### config.mk
export PLATFORM = sky130hd
export DESIGN_NAME = mas_slice
export DESIGN_NICKNAME = d
export VERILOG_FILES = /design/src/logic/mas_pkg.sv /design/src/logic/mas_slice.sv
export SDC_FILE = /design/constraint.sdc
export NUM_CORES = 2
export LEC_CHECK = 0
export ABC_AREA = 1
export BUFFER_PORTS_ARGS = -buffer_cell sky130_fd_sc_hd__buf_4
export CORE_ASPECT_RATIO = 1.25
export CORE_UTILIZATION = 55
export CTS_CLUSTER_SIZE = 12
export DETAILED_ROUTE_END_ITERATION = 8
export GPL_TIMING_DRIVEN = 0
export PLACE_DENSITY = 0.74
export SLEW_MARGIN = 20
export SYNTH_ARGS = -nofsm -noshare
export SYNTH_HDL_FRONTEND = slang
export SYNTH_SLANG_ARGS = --single-unit
### constraint.sdc
create_clock -name core_clk -period 46.7 [get_ports core_clk]
set_input_delay 9.34 -clock core_clk [delete_from_list [all_inputs] [get_ports core_clk]]
set_output_delay 9.34 -clock core_clk [all_outputs]
set_load 0.05 [all_outputs]
### src/logic/mas_pkg.sv
// Constants, register map and encodings of the multiply-accumulate slice
package mas_pkg;
  // Datapath widths
  localparam int A_W = 25;
  localparam int B_W = 18;
  localparam int M_W = A_W + B_W;
  localparam int P_W = 48;
  localparam int LANE_W = 12;
  localparam int LANES = P_W / LANE_W;
  localparam int STEP_W = 32;
  // Wishbone register byte offsets
  localparam logic [7:0] OFS_CTRL = 8'h00;
  localparam logic [7:0] OFS_STEP = 8'h04;
  localparam logic [7:0] OFS_PAT_LO = 8'h08;
  localparam logic [7:0] OFS_PAT_HI = 8'h0c;
  localparam logic [7:0] OFS_MSK_LO = 8'h10;
  localparam logic [7:0] OFS_MSK_HI = 8'h14;
  localparam logic [7:0] OFS_RES_LO = 8'h18;
  localparam logic [7:0] OFS_RES_HI = 8'h1c;
  // Control register fields
  localparam int C_BYP = 0;
  localparam int C_PRE = 1;
  localparam int C_SIMD = 2;
  localparam int C_OP = 4;
  localparam int C_LOGIC = 6;
  localparam int C_LFN = 7;
  localparam int C_INP = 11;
  localparam int C_MP = 12;
  localparam int C_YCAS = 13;
  localparam int C_DOWN = 14;
  localparam int C_RND = 15;
  localparam int C_RBIT = 16;
  localparam int CTRL_W = 22;
  // Result high word: match flags sit above the 16 result bits
  localparam int R_MATCH = 16;
  localparam int R_NMATCH = 17;
  localparam logic [31:0] CTRL_RST = 32'h0000_0000;
  // Lane split of the adder
  typedef enum logic [1:0] {SIMD_ONE, SIMD_TWO, SIMD_FOUR} mas_simd_t;
  // Arithmetic operation
  typedef enum logic [1:0] {OP_ADD, OP_SUB, OP_ACC, OP_CNT} mas_op_t;
  // Ten bitwise functions of x and y
  typedef enum logic [3:0] {
    LF_AND, LF_OR, LF_XOR, LF_NAND, LF_NOR,
    LF_XNOR, LF_ANDN, LF_ORN, LF_NOTX, LF_PASSX
  } mas_lfn_t;
endpackage

### src/logic/mas_slice.sv
// Multiply-accumulate slice with SIMD adder, logic unit and pattern detector
//
// The implementer's own choices: the register addresses and register access over Wishbone.
`timescale 1ns/1ps
// Functional notes
// - Signed 25x18 multiply, 48-bit accumulate.
// - Dynamic multiplier bypass feeds two 48-bit operands.
// - SIMD: one, two or four carry-isolated lanes.
// - Logic unit offers ten bitwise functions.
// - Optional pre-adder sums operands before multiply.
// - Pattern detector on output drives convergent rounding.
// - Detector plus logic unit gives 96-bit functions.
// - Per-stage optional pipeline registers add latency.
// - Dedicated cascade input and output to neighbour.
// - Accumulator can count up or down by step.
module mas_slice (
  // Clock and reset
  input wire logic core_clk,
  input wire logic srst,
  // Wishbone slave
  input wire logic wb_cyc_i,
  input wire logic wb_stb_i,
  input wire logic wb_we_i,
  input wire logic [7:0] wb_adr_i,
  input wire logic [3:0] wb_sel_i,
  input wire logic [31:0] wb_dat_i,
  output logic [31:0] wb_dat_o,
  output logic wb_ack_o,
  // Fabric operands
  input wire logic [mas_pkg::A_W-1:0] a_in,
  input wire logic [mas_pkg::A_W-1:0] d_in,
  input wire logic [mas_pkg::B_W-1:0] b_in,
  input wire logic [mas_pkg::P_W-1:0] c_in,
  input wire logic [mas_pkg::P_W-1:0] byp_in,
  input wire logic acc_en,
  // Cascade
  input wire logic [mas_pkg::P_W-1:0] cas_in,
  output logic [mas_pkg::P_W-1:0] cas_out,
  // Results
  output logic [mas_pkg::P_W-1:0] p_out,
  output logic match_out,
  output logic nmatch_out
);
  logic [31:0] ctrl_q, step_q, pat_lo_q, pat_hi_q, msk_lo_q, msk_hi_q;
  logic ack_q;
  logic [31:0] rdat_q;
  logic [mas_pkg::A_W-1:0] a_q, d_q, a_s, d_s;
  logic [mas_pkg::B_W-1:0] b_q, b_s;
  logic [mas_pkg::P_W-1:0] c_q, byp_q, c_s, byp_s, cas_q, cas_s;
  logic [mas_pkg::A_W-1:0] pre;
  logic signed [mas_pkg::M_W-1:0] prod;
  logic [mas_pkg::P_W-1:0] m_d, m_q, m_s;
  logic [mas_pkg::P_W-1:0] x, y, xa, sum, lres, z, p_d, p_q;
  logic [mas_pkg::P_W-1:0] pat, msk, rbit_m;
  logic [mas_pkg::LANES-1:0] cin, cy;
  logic sub, det, ndet, match_q, nmatch_q;
  mas_pkg::mas_simd_t simd;
  mas_pkg::mas_op_t op;
  mas_pkg::mas_lfn_t lfn;
  logic wr, rd_req;

  // Byte-lane merge for register writes
  function automatic logic [31:0] merge(input logic [31:0] old, input logic [31:0] dat,
                                        input logic [3:0] sel);
    logic [31:0] r;
    r = old;
    for (int i = 0; i < 4; i++) begin
      if (sel[i]) begin
        r[8*i+:8] = dat[8*i+:8];
      end
    end
    return r;
  endfunction

  // Configuration decode
  assign simd = mas_pkg::mas_simd_t'(ctrl_q[mas_pkg::C_SIMD+:2]);
  assign op = mas_pkg::mas_op_t'(ctrl_q[mas_pkg::C_OP+:2]);
  assign lfn = mas_pkg::mas_lfn_t'(ctrl_q[mas_pkg::C_LFN+:4]);
  assign pat = {pat_hi_q[15:0], pat_lo_q};
  assign msk = {msk_hi_q[15:0], msk_lo_q};

  // Bus handshake: every access is answered one cycle after the request
  assign wr = wb_cyc_i & wb_stb_i & wb_we_i & ~ack_q;
  assign rd_req = wb_cyc_i & wb_stb_i & ~ack_q;
  always_ff @(posedge core_clk) begin
    if (srst) begin
      ack_q <= 1'b0;
    end else begin
      ack_q <= rd_req;
    end
  end
  assign wb_ack_o = ack_q;
  assign wb_dat_o = rdat_q;

  // Writable registers; the write lands with the acknowledge edge
  always_ff @(posedge core_clk) begin
    if (srst) begin
      ctrl_q <= mas_pkg::CTRL_RST;
      step_q <= 32'h0000_0000;
      pat_lo_q <= 32'h0000_0000;
      pat_hi_q <= 32'h0000_0000;
      msk_lo_q <= 32'h0000_0000;
      msk_hi_q <= 32'h0000_0000;
    end else if (wr) begin
      unique case (wb_adr_i)
        mas_pkg::OFS_CTRL: ctrl_q <= merge(ctrl_q, wb_dat_i, wb_sel_i) &
                                     32'((33'h1 << mas_pkg::CTRL_W) - 33'h1);
        mas_pkg::OFS_STEP: step_q <= merge(step_q, wb_dat_i, wb_sel_i);
        mas_pkg::OFS_PAT_LO: pat_lo_q <= merge(pat_lo_q, wb_dat_i, wb_sel_i);
        mas_pkg::OFS_PAT_HI: pat_hi_q <= merge(pat_hi_q, wb_dat_i, wb_sel_i) & 32'h0000_ffff;
        mas_pkg::OFS_MSK_LO: msk_lo_q <= merge(msk_lo_q, wb_dat_i, wb_sel_i);
        mas_pkg::OFS_MSK_HI: msk_hi_q <= merge(msk_hi_q, wb_dat_i, wb_sel_i) & 32'h0000_ffff;
        default: ;
      endcase
    end
  end

  // Read data is captured with the request so it is ready with ack
  always_ff @(posedge core_clk) begin
    if (srst) begin
      rdat_q <= 32'h0000_0000;
    end else if (rd_req) begin
      unique case (wb_adr_i)
        mas_pkg::OFS_CTRL: rdat_q <= ctrl_q;
        mas_pkg::OFS_STEP: rdat_q <= step_q;
        mas_pkg::OFS_PAT_LO: rdat_q <= pat_lo_q;
        mas_pkg::OFS_PAT_HI: rdat_q <= pat_hi_q;
        mas_pkg::OFS_MSK_LO: rdat_q <= msk_lo_q;
        mas_pkg::OFS_MSK_HI: rdat_q <= msk_hi_q;
        mas_pkg::OFS_RES_LO: rdat_q <= p_q[31:0];
        mas_pkg::OFS_RES_HI: rdat_q <= {14'h0, nmatch_q, match_q, p_q[47:32]};
        default: rdat_q <= 32'h0000_0000;
      endcase
    end
  end

  // Input stage registers, bypassed when the stage is disabled
  always_ff @(posedge core_clk) begin
    if (srst) begin
      a_q <= '0;
      d_q <= '0;
      b_q <= '0;
      c_q <= '0;
      byp_q <= '0;
      cas_q <= '0;
    end else begin
      a_q <= a_in;
      d_q <= d_in;
      b_q <= b_in;
      c_q <= c_in;
      byp_q <= byp_in;
      cas_q <= cas_in;
    end
  end
  assign a_s = ctrl_q[mas_pkg::C_INP] ? a_q : a_in;
  assign d_s = ctrl_q[mas_pkg::C_INP] ? d_q : d_in;
  assign b_s = ctrl_q[mas_pkg::C_INP] ? b_q : b_in;
  assign c_s = ctrl_q[mas_pkg::C_INP] ? c_q : c_in;
  assign byp_s = ctrl_q[mas_pkg::C_INP] ? byp_q : byp_in;
  assign cas_s = ctrl_q[mas_pkg::C_INP] ? cas_q : cas_in;

  // Pre-adder and signed multiplier; pre-add result wraps at 25 bits
  assign pre = ctrl_q[mas_pkg::C_PRE] ? mas_pkg::A_W'(a_s + d_s) : a_s;
  assign prod = $signed(pre) * $signed(b_s);
  assign m_d = {{(mas_pkg::P_W - mas_pkg::M_W){prod[mas_pkg::M_W-1]}}, prod};

  // Multiplier stage register
  always_ff @(posedge core_clk) begin
    if (srst) begin
      m_q <= '0;
    end else begin
      m_q <= m_d;
    end
  end
  assign m_s = ctrl_q[mas_pkg::C_MP] ? m_q : m_d;
  // Bypass swaps the product for the raw 48-bit operand
  assign x = ctrl_q[mas_pkg::C_BYP] ? byp_s : m_s;

  // Second operand: accumulator, cascade bus or fabric c
  always_comb begin
    if (op == mas_pkg::OP_ACC || op == mas_pkg::OP_CNT) begin
      y = p_q;
    end else if (ctrl_q[mas_pkg::C_YCAS]) begin
      y = cas_s;
    end else begin
      y = c_s;
    end
  end

  // Counter steps by the sign-extended step; subtract inverts x
  always_comb begin
    sub = (op == mas_pkg::OP_SUB) ||
          (op == mas_pkg::OP_CNT && ctrl_q[mas_pkg::C_DOWN]);
    if (op == mas_pkg::OP_CNT) begin
      xa = {{(mas_pkg::P_W - mas_pkg::STEP_W){step_q[31]}}, step_q};
    end else begin
      xa = x;
    end
    if (sub) begin
      xa = ~xa;
    end
  end

  // Lane adders; the carry chain breaks at every active lane start
  for (genvar i = 0; i < mas_pkg::LANES; i++) begin : g_lane
    if (i == 0) begin : g_first
      assign cin[i] = sub;
    end else begin : g_rest
      assign cin[i] = (simd == mas_pkg::SIMD_FOUR ||
                       (simd == mas_pkg::SIMD_TWO && i == mas_pkg::LANES / 2)) ?
                      sub : cy[i-1];
    end
    assign {cy[i], sum[i*mas_pkg::LANE_W+:mas_pkg::LANE_W]} =
      {1'b0, y[i*mas_pkg::LANE_W+:mas_pkg::LANE_W]} +
      {1'b0, xa[i*mas_pkg::LANE_W+:mas_pkg::LANE_W]} +
      {{mas_pkg::LANE_W{1'b0}}, cin[i]};
  end

  // Logic unit; codes above the ten functions give zero
  always_comb begin
    unique case (lfn)
      mas_pkg::LF_AND: lres = x & y;
      mas_pkg::LF_OR: lres = x | y;
      mas_pkg::LF_XOR: lres = x ^ y;
      mas_pkg::LF_NAND: lres = ~(x & y);
      mas_pkg::LF_NOR: lres = ~(x | y);
      mas_pkg::LF_XNOR: lres = ~(x ^ y);
      mas_pkg::LF_ANDN: lres = x & ~y;
      mas_pkg::LF_ORN: lres = x | ~y;
      mas_pkg::LF_NOTX: lres = ~x;
      mas_pkg::LF_PASSX: lres = x;
      default: lres = '0;
    endcase
  end
  assign z = ctrl_q[mas_pkg::C_LOGIC] ? lres : sum;

  // Masked compare; applied to a logic result it reduces 96 input bits
  assign det = &((z ~^ pat) | msk);
  assign ndet = &((z ~^ ~pat) | msk);
  // Exact half found by the detector: force the kept LSB even
  assign rbit_m = mas_pkg::P_W'(1) << ctrl_q[mas_pkg::C_RBIT+:6];
  assign p_d = (ctrl_q[mas_pkg::C_RND] && det) ? (z & ~rbit_m) : z;

  // Accumulator and detector flags move only on enabled clocks
  always_ff @(posedge core_clk) begin
    if (srst) begin
      p_q <= '0;
      match_q <= 1'b0;
      nmatch_q <= 1'b0;
    end else if (acc_en) begin
      p_q <= p_d;
      match_q <= det;
      nmatch_q <= ndet;
    end
  end
  assign p_out = p_q;
  assign cas_out = p_q;
  assign match_out = match_q;
  assign nmatch_out = nmatch_q;

  logic plain;
  assign plain = !ctrl_q[mas_pkg::C_INP] && !ctrl_q[mas_pkg::C_MP] &&
                 !ctrl_q[mas_pkg::C_RND] && !ctrl_q[mas_pkg::C_YCAS] && acc_en;
endmodule

==> impl_metrics.prom <==
# TYPE chip_impl_metric gauge
chip_impl_metric{name="detail-route-antenna-nets",unit=""} 0
chip_impl_metric{name="die-width",unit="um"} 272.8
chip_impl_metric{name="wire_length_of_the_first_global_routing_pass",unit="mm"} 354.0
chip_impl_info{name="status",value="finished, final reports clean"} 1
chip_impl_metric{name="worst-slew-pin-transition",unit="ps"} 1280
chip_impl_metric{name="via_count",unit=""} 55780
chip_impl_metric{name="cts_buffer_depth",unit=""} 3
chip_impl_metric{name="layout-drive-gt1-share",unit="%"} 8.947
chip_impl_metric{name="synth-warning-count",unit=""} 0
chip_impl_info{name="crit_family",value="adder cells"} 1
chip_impl_metric{name="grt_usage",unit="%"} 52.63
chip_impl_metric{name="synth.avg_cell_area",unit="um2"} 6.891
chip_impl_metric{name="fin_crit",unit="ps"} 27650
chip_impl_metric{name="remaining_drc_errors",unit=""} 0
chip_impl_info{name="yosys-top-cells-area",value="dfxtp_1, fa_1, nand2_1"} 1
chip_impl_metric{name="synth-seq-cells",unit=""} 488
chip_impl_metric{name="synth-compound-area-share",unit="%"} 15.26
chip_impl_info{name="clk_root_buffer_cell",value="clkbuf_16"} 1
chip_impl_metric{name="worst-endpoint-required",unit="ps"} 47260
chip_impl_metric{name="rows",unit=""} 123
chip_impl_metric{name="overflow",unit=""} 0
chip_impl_metric{name="routedWlPerCell",unit="um"} 27.50
chip_impl_info{name="post-synth-top-count-cell",value="nand2_1"} 1
chip_impl_metric{name="critPathMaxStageDelay",unit="ps"} 830
chip_impl_metric{name="yosys.area_share.simple",unit="%"} 24.20
chip_impl_metric{name="cts_sinks",unit=""} 488
chip_impl_metric{name="layout.core_utilization",unit="%"} 62.55
chip_impl_metric{name="synth_xor_area_share",unit="%"} 1.320
chip_impl_metric{name="h-tree-depth",unit=""} 2
chip_impl_metric{name="drt-pass1-iter-count",unit=""} 8
chip_impl_info{name="synth-main-ff-cell",value="dfxtp_1"} 1
chip_impl_metric{name="port_buffers",unit=""} 390
chip_impl_metric{name="path_clk_slew",unit="ps"} 70
chip_impl_metric{name="maxSlewViolCount",unit=""} 0
chip_impl_metric{name="ctsHoldBuffers",unit=""} 0
chip_impl_metric{name="die_area",unit="um2"} 92890
chip_impl_metric{name="postSynthCellCount",unit=""} 7317
chip_impl_metric{name="aggregate_negative_setup_slack",unit="ps"} 0
chip_impl_metric{name="finalHoldViolations",unit=""} 0
chip_impl_metric{name="via_count_of_the_first_global_routing_pass",unit=""} 54050
chip_impl_metric{name="postRouteWirelength",unit="mm"} 247.1
chip_impl_metric{name="die_h",unit="um"} 340.5
chip_impl_metric{name="initial_antenna_violation_count",unit=""} 15
chip_impl_info{name="setup_repair_after_global_routing_missed_its_margin",value="no"} 1
chip_impl_metric{name="iteration_0_drc_count_of_the_detailed_router",unit=""} 7392
chip_impl_info{name="library_cell_occupying_the_most_area_in_the_post_synthesis_netlist",value="dfxtp_1"} 1
chip_impl_metric{name="max-slew-margin-rel",unit="%"} 13.74
chip_impl_metric{name="maximum_number_of_pins_on_one_net_before_global_route_repair",unit=""} 14
chip_impl_metric{name="num-fill-cells",unit=""} 8296
chip_impl_metric{name="insertion_delay",unit="ps"} 670
chip_impl_metric{name="fp.coreArea",unit="um2"} 90340
chip_impl_metric{name="drv_cap",unit=""} 0
chip_impl_metric{name="finalNetCount",unit=""} 8842
chip_impl_metric{name="ios",unit=""} 393
chip_impl_metric{name="dp.final_hpwl",unit="mm"} 200.3
chip_impl_metric{name="syn_nets",unit=""} 8395
chip_impl_metric{name="synthesis.area",unit="um2"} 50420
chip_impl_metric{name="timing.final.setup_violations",unit=""} 0
chip_impl_metric{name="initial_utilization",unit="%"} 55.81
chip_impl_metric{name="area.growth.synth_to_final",unit="%"} 12.08
chip_impl_metric{name="synthAdderAreaFrac",unit="%"} 26.94
chip_impl_info{name="setup.worst_path.end_class",value="flop"} 1
chip_impl_metric{name="worstPathArrival",unit="ps"} 28210
chip_impl_metric{name="cts.repair.resized",unit=""} 0
chip_impl_metric{name="regArea",unit="um2"} 9769
chip_impl_info{name="ys_top_cells_by_count",value="nand2_1, inv_1, nor2_1"} 1
chip_impl_info{name="worstHoldPathType",value="reg2reg"} 1
chip_impl_metric{name="place_congestion",unit=""} 1.100
chip_impl_metric{name="number_of_flops_mapped_to_enable_cells_by_yosys",unit=""} 0
chip_impl_metric{name="multiInputGateArea",unit="um2"} 34180
chip_impl_info{name="timing.setup.critical_path_class",value="in2reg"} 1
chip_impl_metric{name="final_min_period_over_clock_period",unit="%"} 59.20
chip_impl_metric{name="postSynth.asyncResetShare",unit="%"} 0
chip_impl_metric{name="fraction_of_synthesized_cell_area_taken_by_the_top_area_cell_type",unit="%"} 19.38
chip_impl_metric{name="tritoncts.num_buffers",unit=""} 51
chip_impl_metric{name="timing.critical_path.fanout_max",unit=""} 10
chip_impl_info{name="synth_top_family_by_area",value="adder cells"} 1
chip_impl_metric{name="fin_skew",unit="ps"} 41.49
chip_impl_info{name="most_frequent_cell_on_the_critical_path",value="nand2_1"} 1
chip_impl_metric{name="synth-seq-area-share",unit="%"} 19.38
chip_impl_metric{name="post-cts-setup-buffer-count",unit=""} 0
chip_impl_info{name="cp_slowest_cell",value="clkinv_1"} 1
chip_impl_metric{name="synthMuxAreaShare",unit="%"} 0
chip_impl_metric{name="fmaxAchievable",unit="MHz"} 36.17
chip_impl_metric{name="cp.buffers_inverters",unit=""} 13
chip_impl_metric{name="avgViaCountPerCell",unit=""} 6.208
chip_impl_info{name="cp-start-kind",value="input pin"} 1
chip_impl_info{name="tritoncts",value="yes"} 1
chip_impl_metric{name="cell_variety_after_synth",unit=""} 53
==> sequential cells by signal, indices dropped and copies added, names as in the netlist, 16 cells and up <==
| register | count |
|---|---|
| a_q | 25 |
| b_q | 18 |
| byp_q | 48 |
| c_q | 48 |
| cas_out | 48 |
| cas_q | 48 |
| ctrl_q | 22 |
| d_q | 25 |
| m_q | 43 |
| msk_hi_q | 16 |
| msk_lo_q | 32 |
| pat_hi_q | 16 |
| pat_lo_q | 32 |
| step_q | 32 |
| wb_dat_o | 32 |
==> per-layer routing <==
layer | global-route usage, % | vias up | part of all wire [%]
li1 | - | 24050 | -
met1 | 55.30 | 25940 | 32
met2 | 81.50 | 4248 | 43
met3 | 14.19 | 1534 | 11
met4 | 57.65 | 8 | 14
met5 | 0 | - | 0.024
==> metrics by stage <==
step                instance area [um2]  worst slack [ps]  hold slack, ps  instances
global placement                  54830             18860           456.5       8894
floorplan                         50420             23660           453.8       7317
CTS                               56460             19960           468.8       8976
global route                      56490             18150           491.3       8978
detailed placement                54880             19320           459.7       8897
finish                            56510             19050           465.0       8986
==> cells in the final DEF, fill, tap and decap left out, types with 7 or more instances in the layout <==
master,instances
o21ai_0,449
o2111ai_1,10
o21ai_1,39
o211ai_1,27
buf_2,49
nand2_1,1484
xor2_1,68
nor3_1,54
buf_4,447
or2_2,69
a22o_1,7
nand4_1,77
o221ai_1,17
clkinv_1,12
nand3_1,350
o21ai_2,7
a21oi_1,398
a211oi_1,155
o22ai_1,103
fa_1,449
o41ai_1,14
o21bai_1,12
a221oi_1,28
inv_1,1237
ha_1,367
a22oi_1,9
clkbuf_1,262
nor2_1,854
buf_1,30
diode_2,9
nand2_2,12
xnor2_1,8
inv_2,13
nor4_1,17
dfxtp_1,488
o21a_1,17
nand3b_1,18
clkbuf_16,53
==> worst register-to-register path, delay by kind of cell (launching register included) <==
| kind | cells | cell delay (ps) |
|---|---|---|
| AOI/OAI and AO/OA | 19 | 4560 |
| and+or+nand+nor | 38 | 4760 |
| adders and majority gates | 16 | 6700 |
| xor gates and xnor gates | 3 | 590 |
| buffers and inverters | 18 | 5110 |
| DFF | 1 | 370 |
==> layout make-up <==
type,instances,share of cell area [%]
buffer,394,3.151
timing repair buffer,394,5.234
multi-input combinational,5173,60.49
sequential,488,17.29
clock inverter,9,0.2236
clock buffer,70,2.566
inverter,1262,8.383
tap,1187,2.628
antenna,9,0.03986
==> path summary, 6_finish.rpt <==
path / startpoint / to / slack [ps] / cells after the start
worst max-delay path: a_in[1] / cas_out[23] / 19050 / 88
worst min-delay path: wb_dat_o[21] / wb_dat_o[21] / 470 / 2
worst max register to register: ctrl_q[11] / cas_out[23] / 24530 / 94
worst min register to register: wb_dat_o[21] / wb_dat_o[21] / 470 / 2
==> cells by family (layout without fill, tap and decap cells) <==
| logic type | after synthesis | count (layout) |
|---|---|---|
| AOI/OAI and AO/OA | 1324 | 1324 |
| buffers and inverters | 1656 | 2129 |
| xor gates and xnor gates | 76 | 76 |
| other | 0 | 9 |
| adders and majority gates | 816 | 816 |
| DFF | 488 | 488 |
| and+or+nand+nor | 2957 | 2957 |
Power is left out: the tool's default activity adds up to more than one toggle a clock period on the data nets, which glitch-free logic cannot reach.
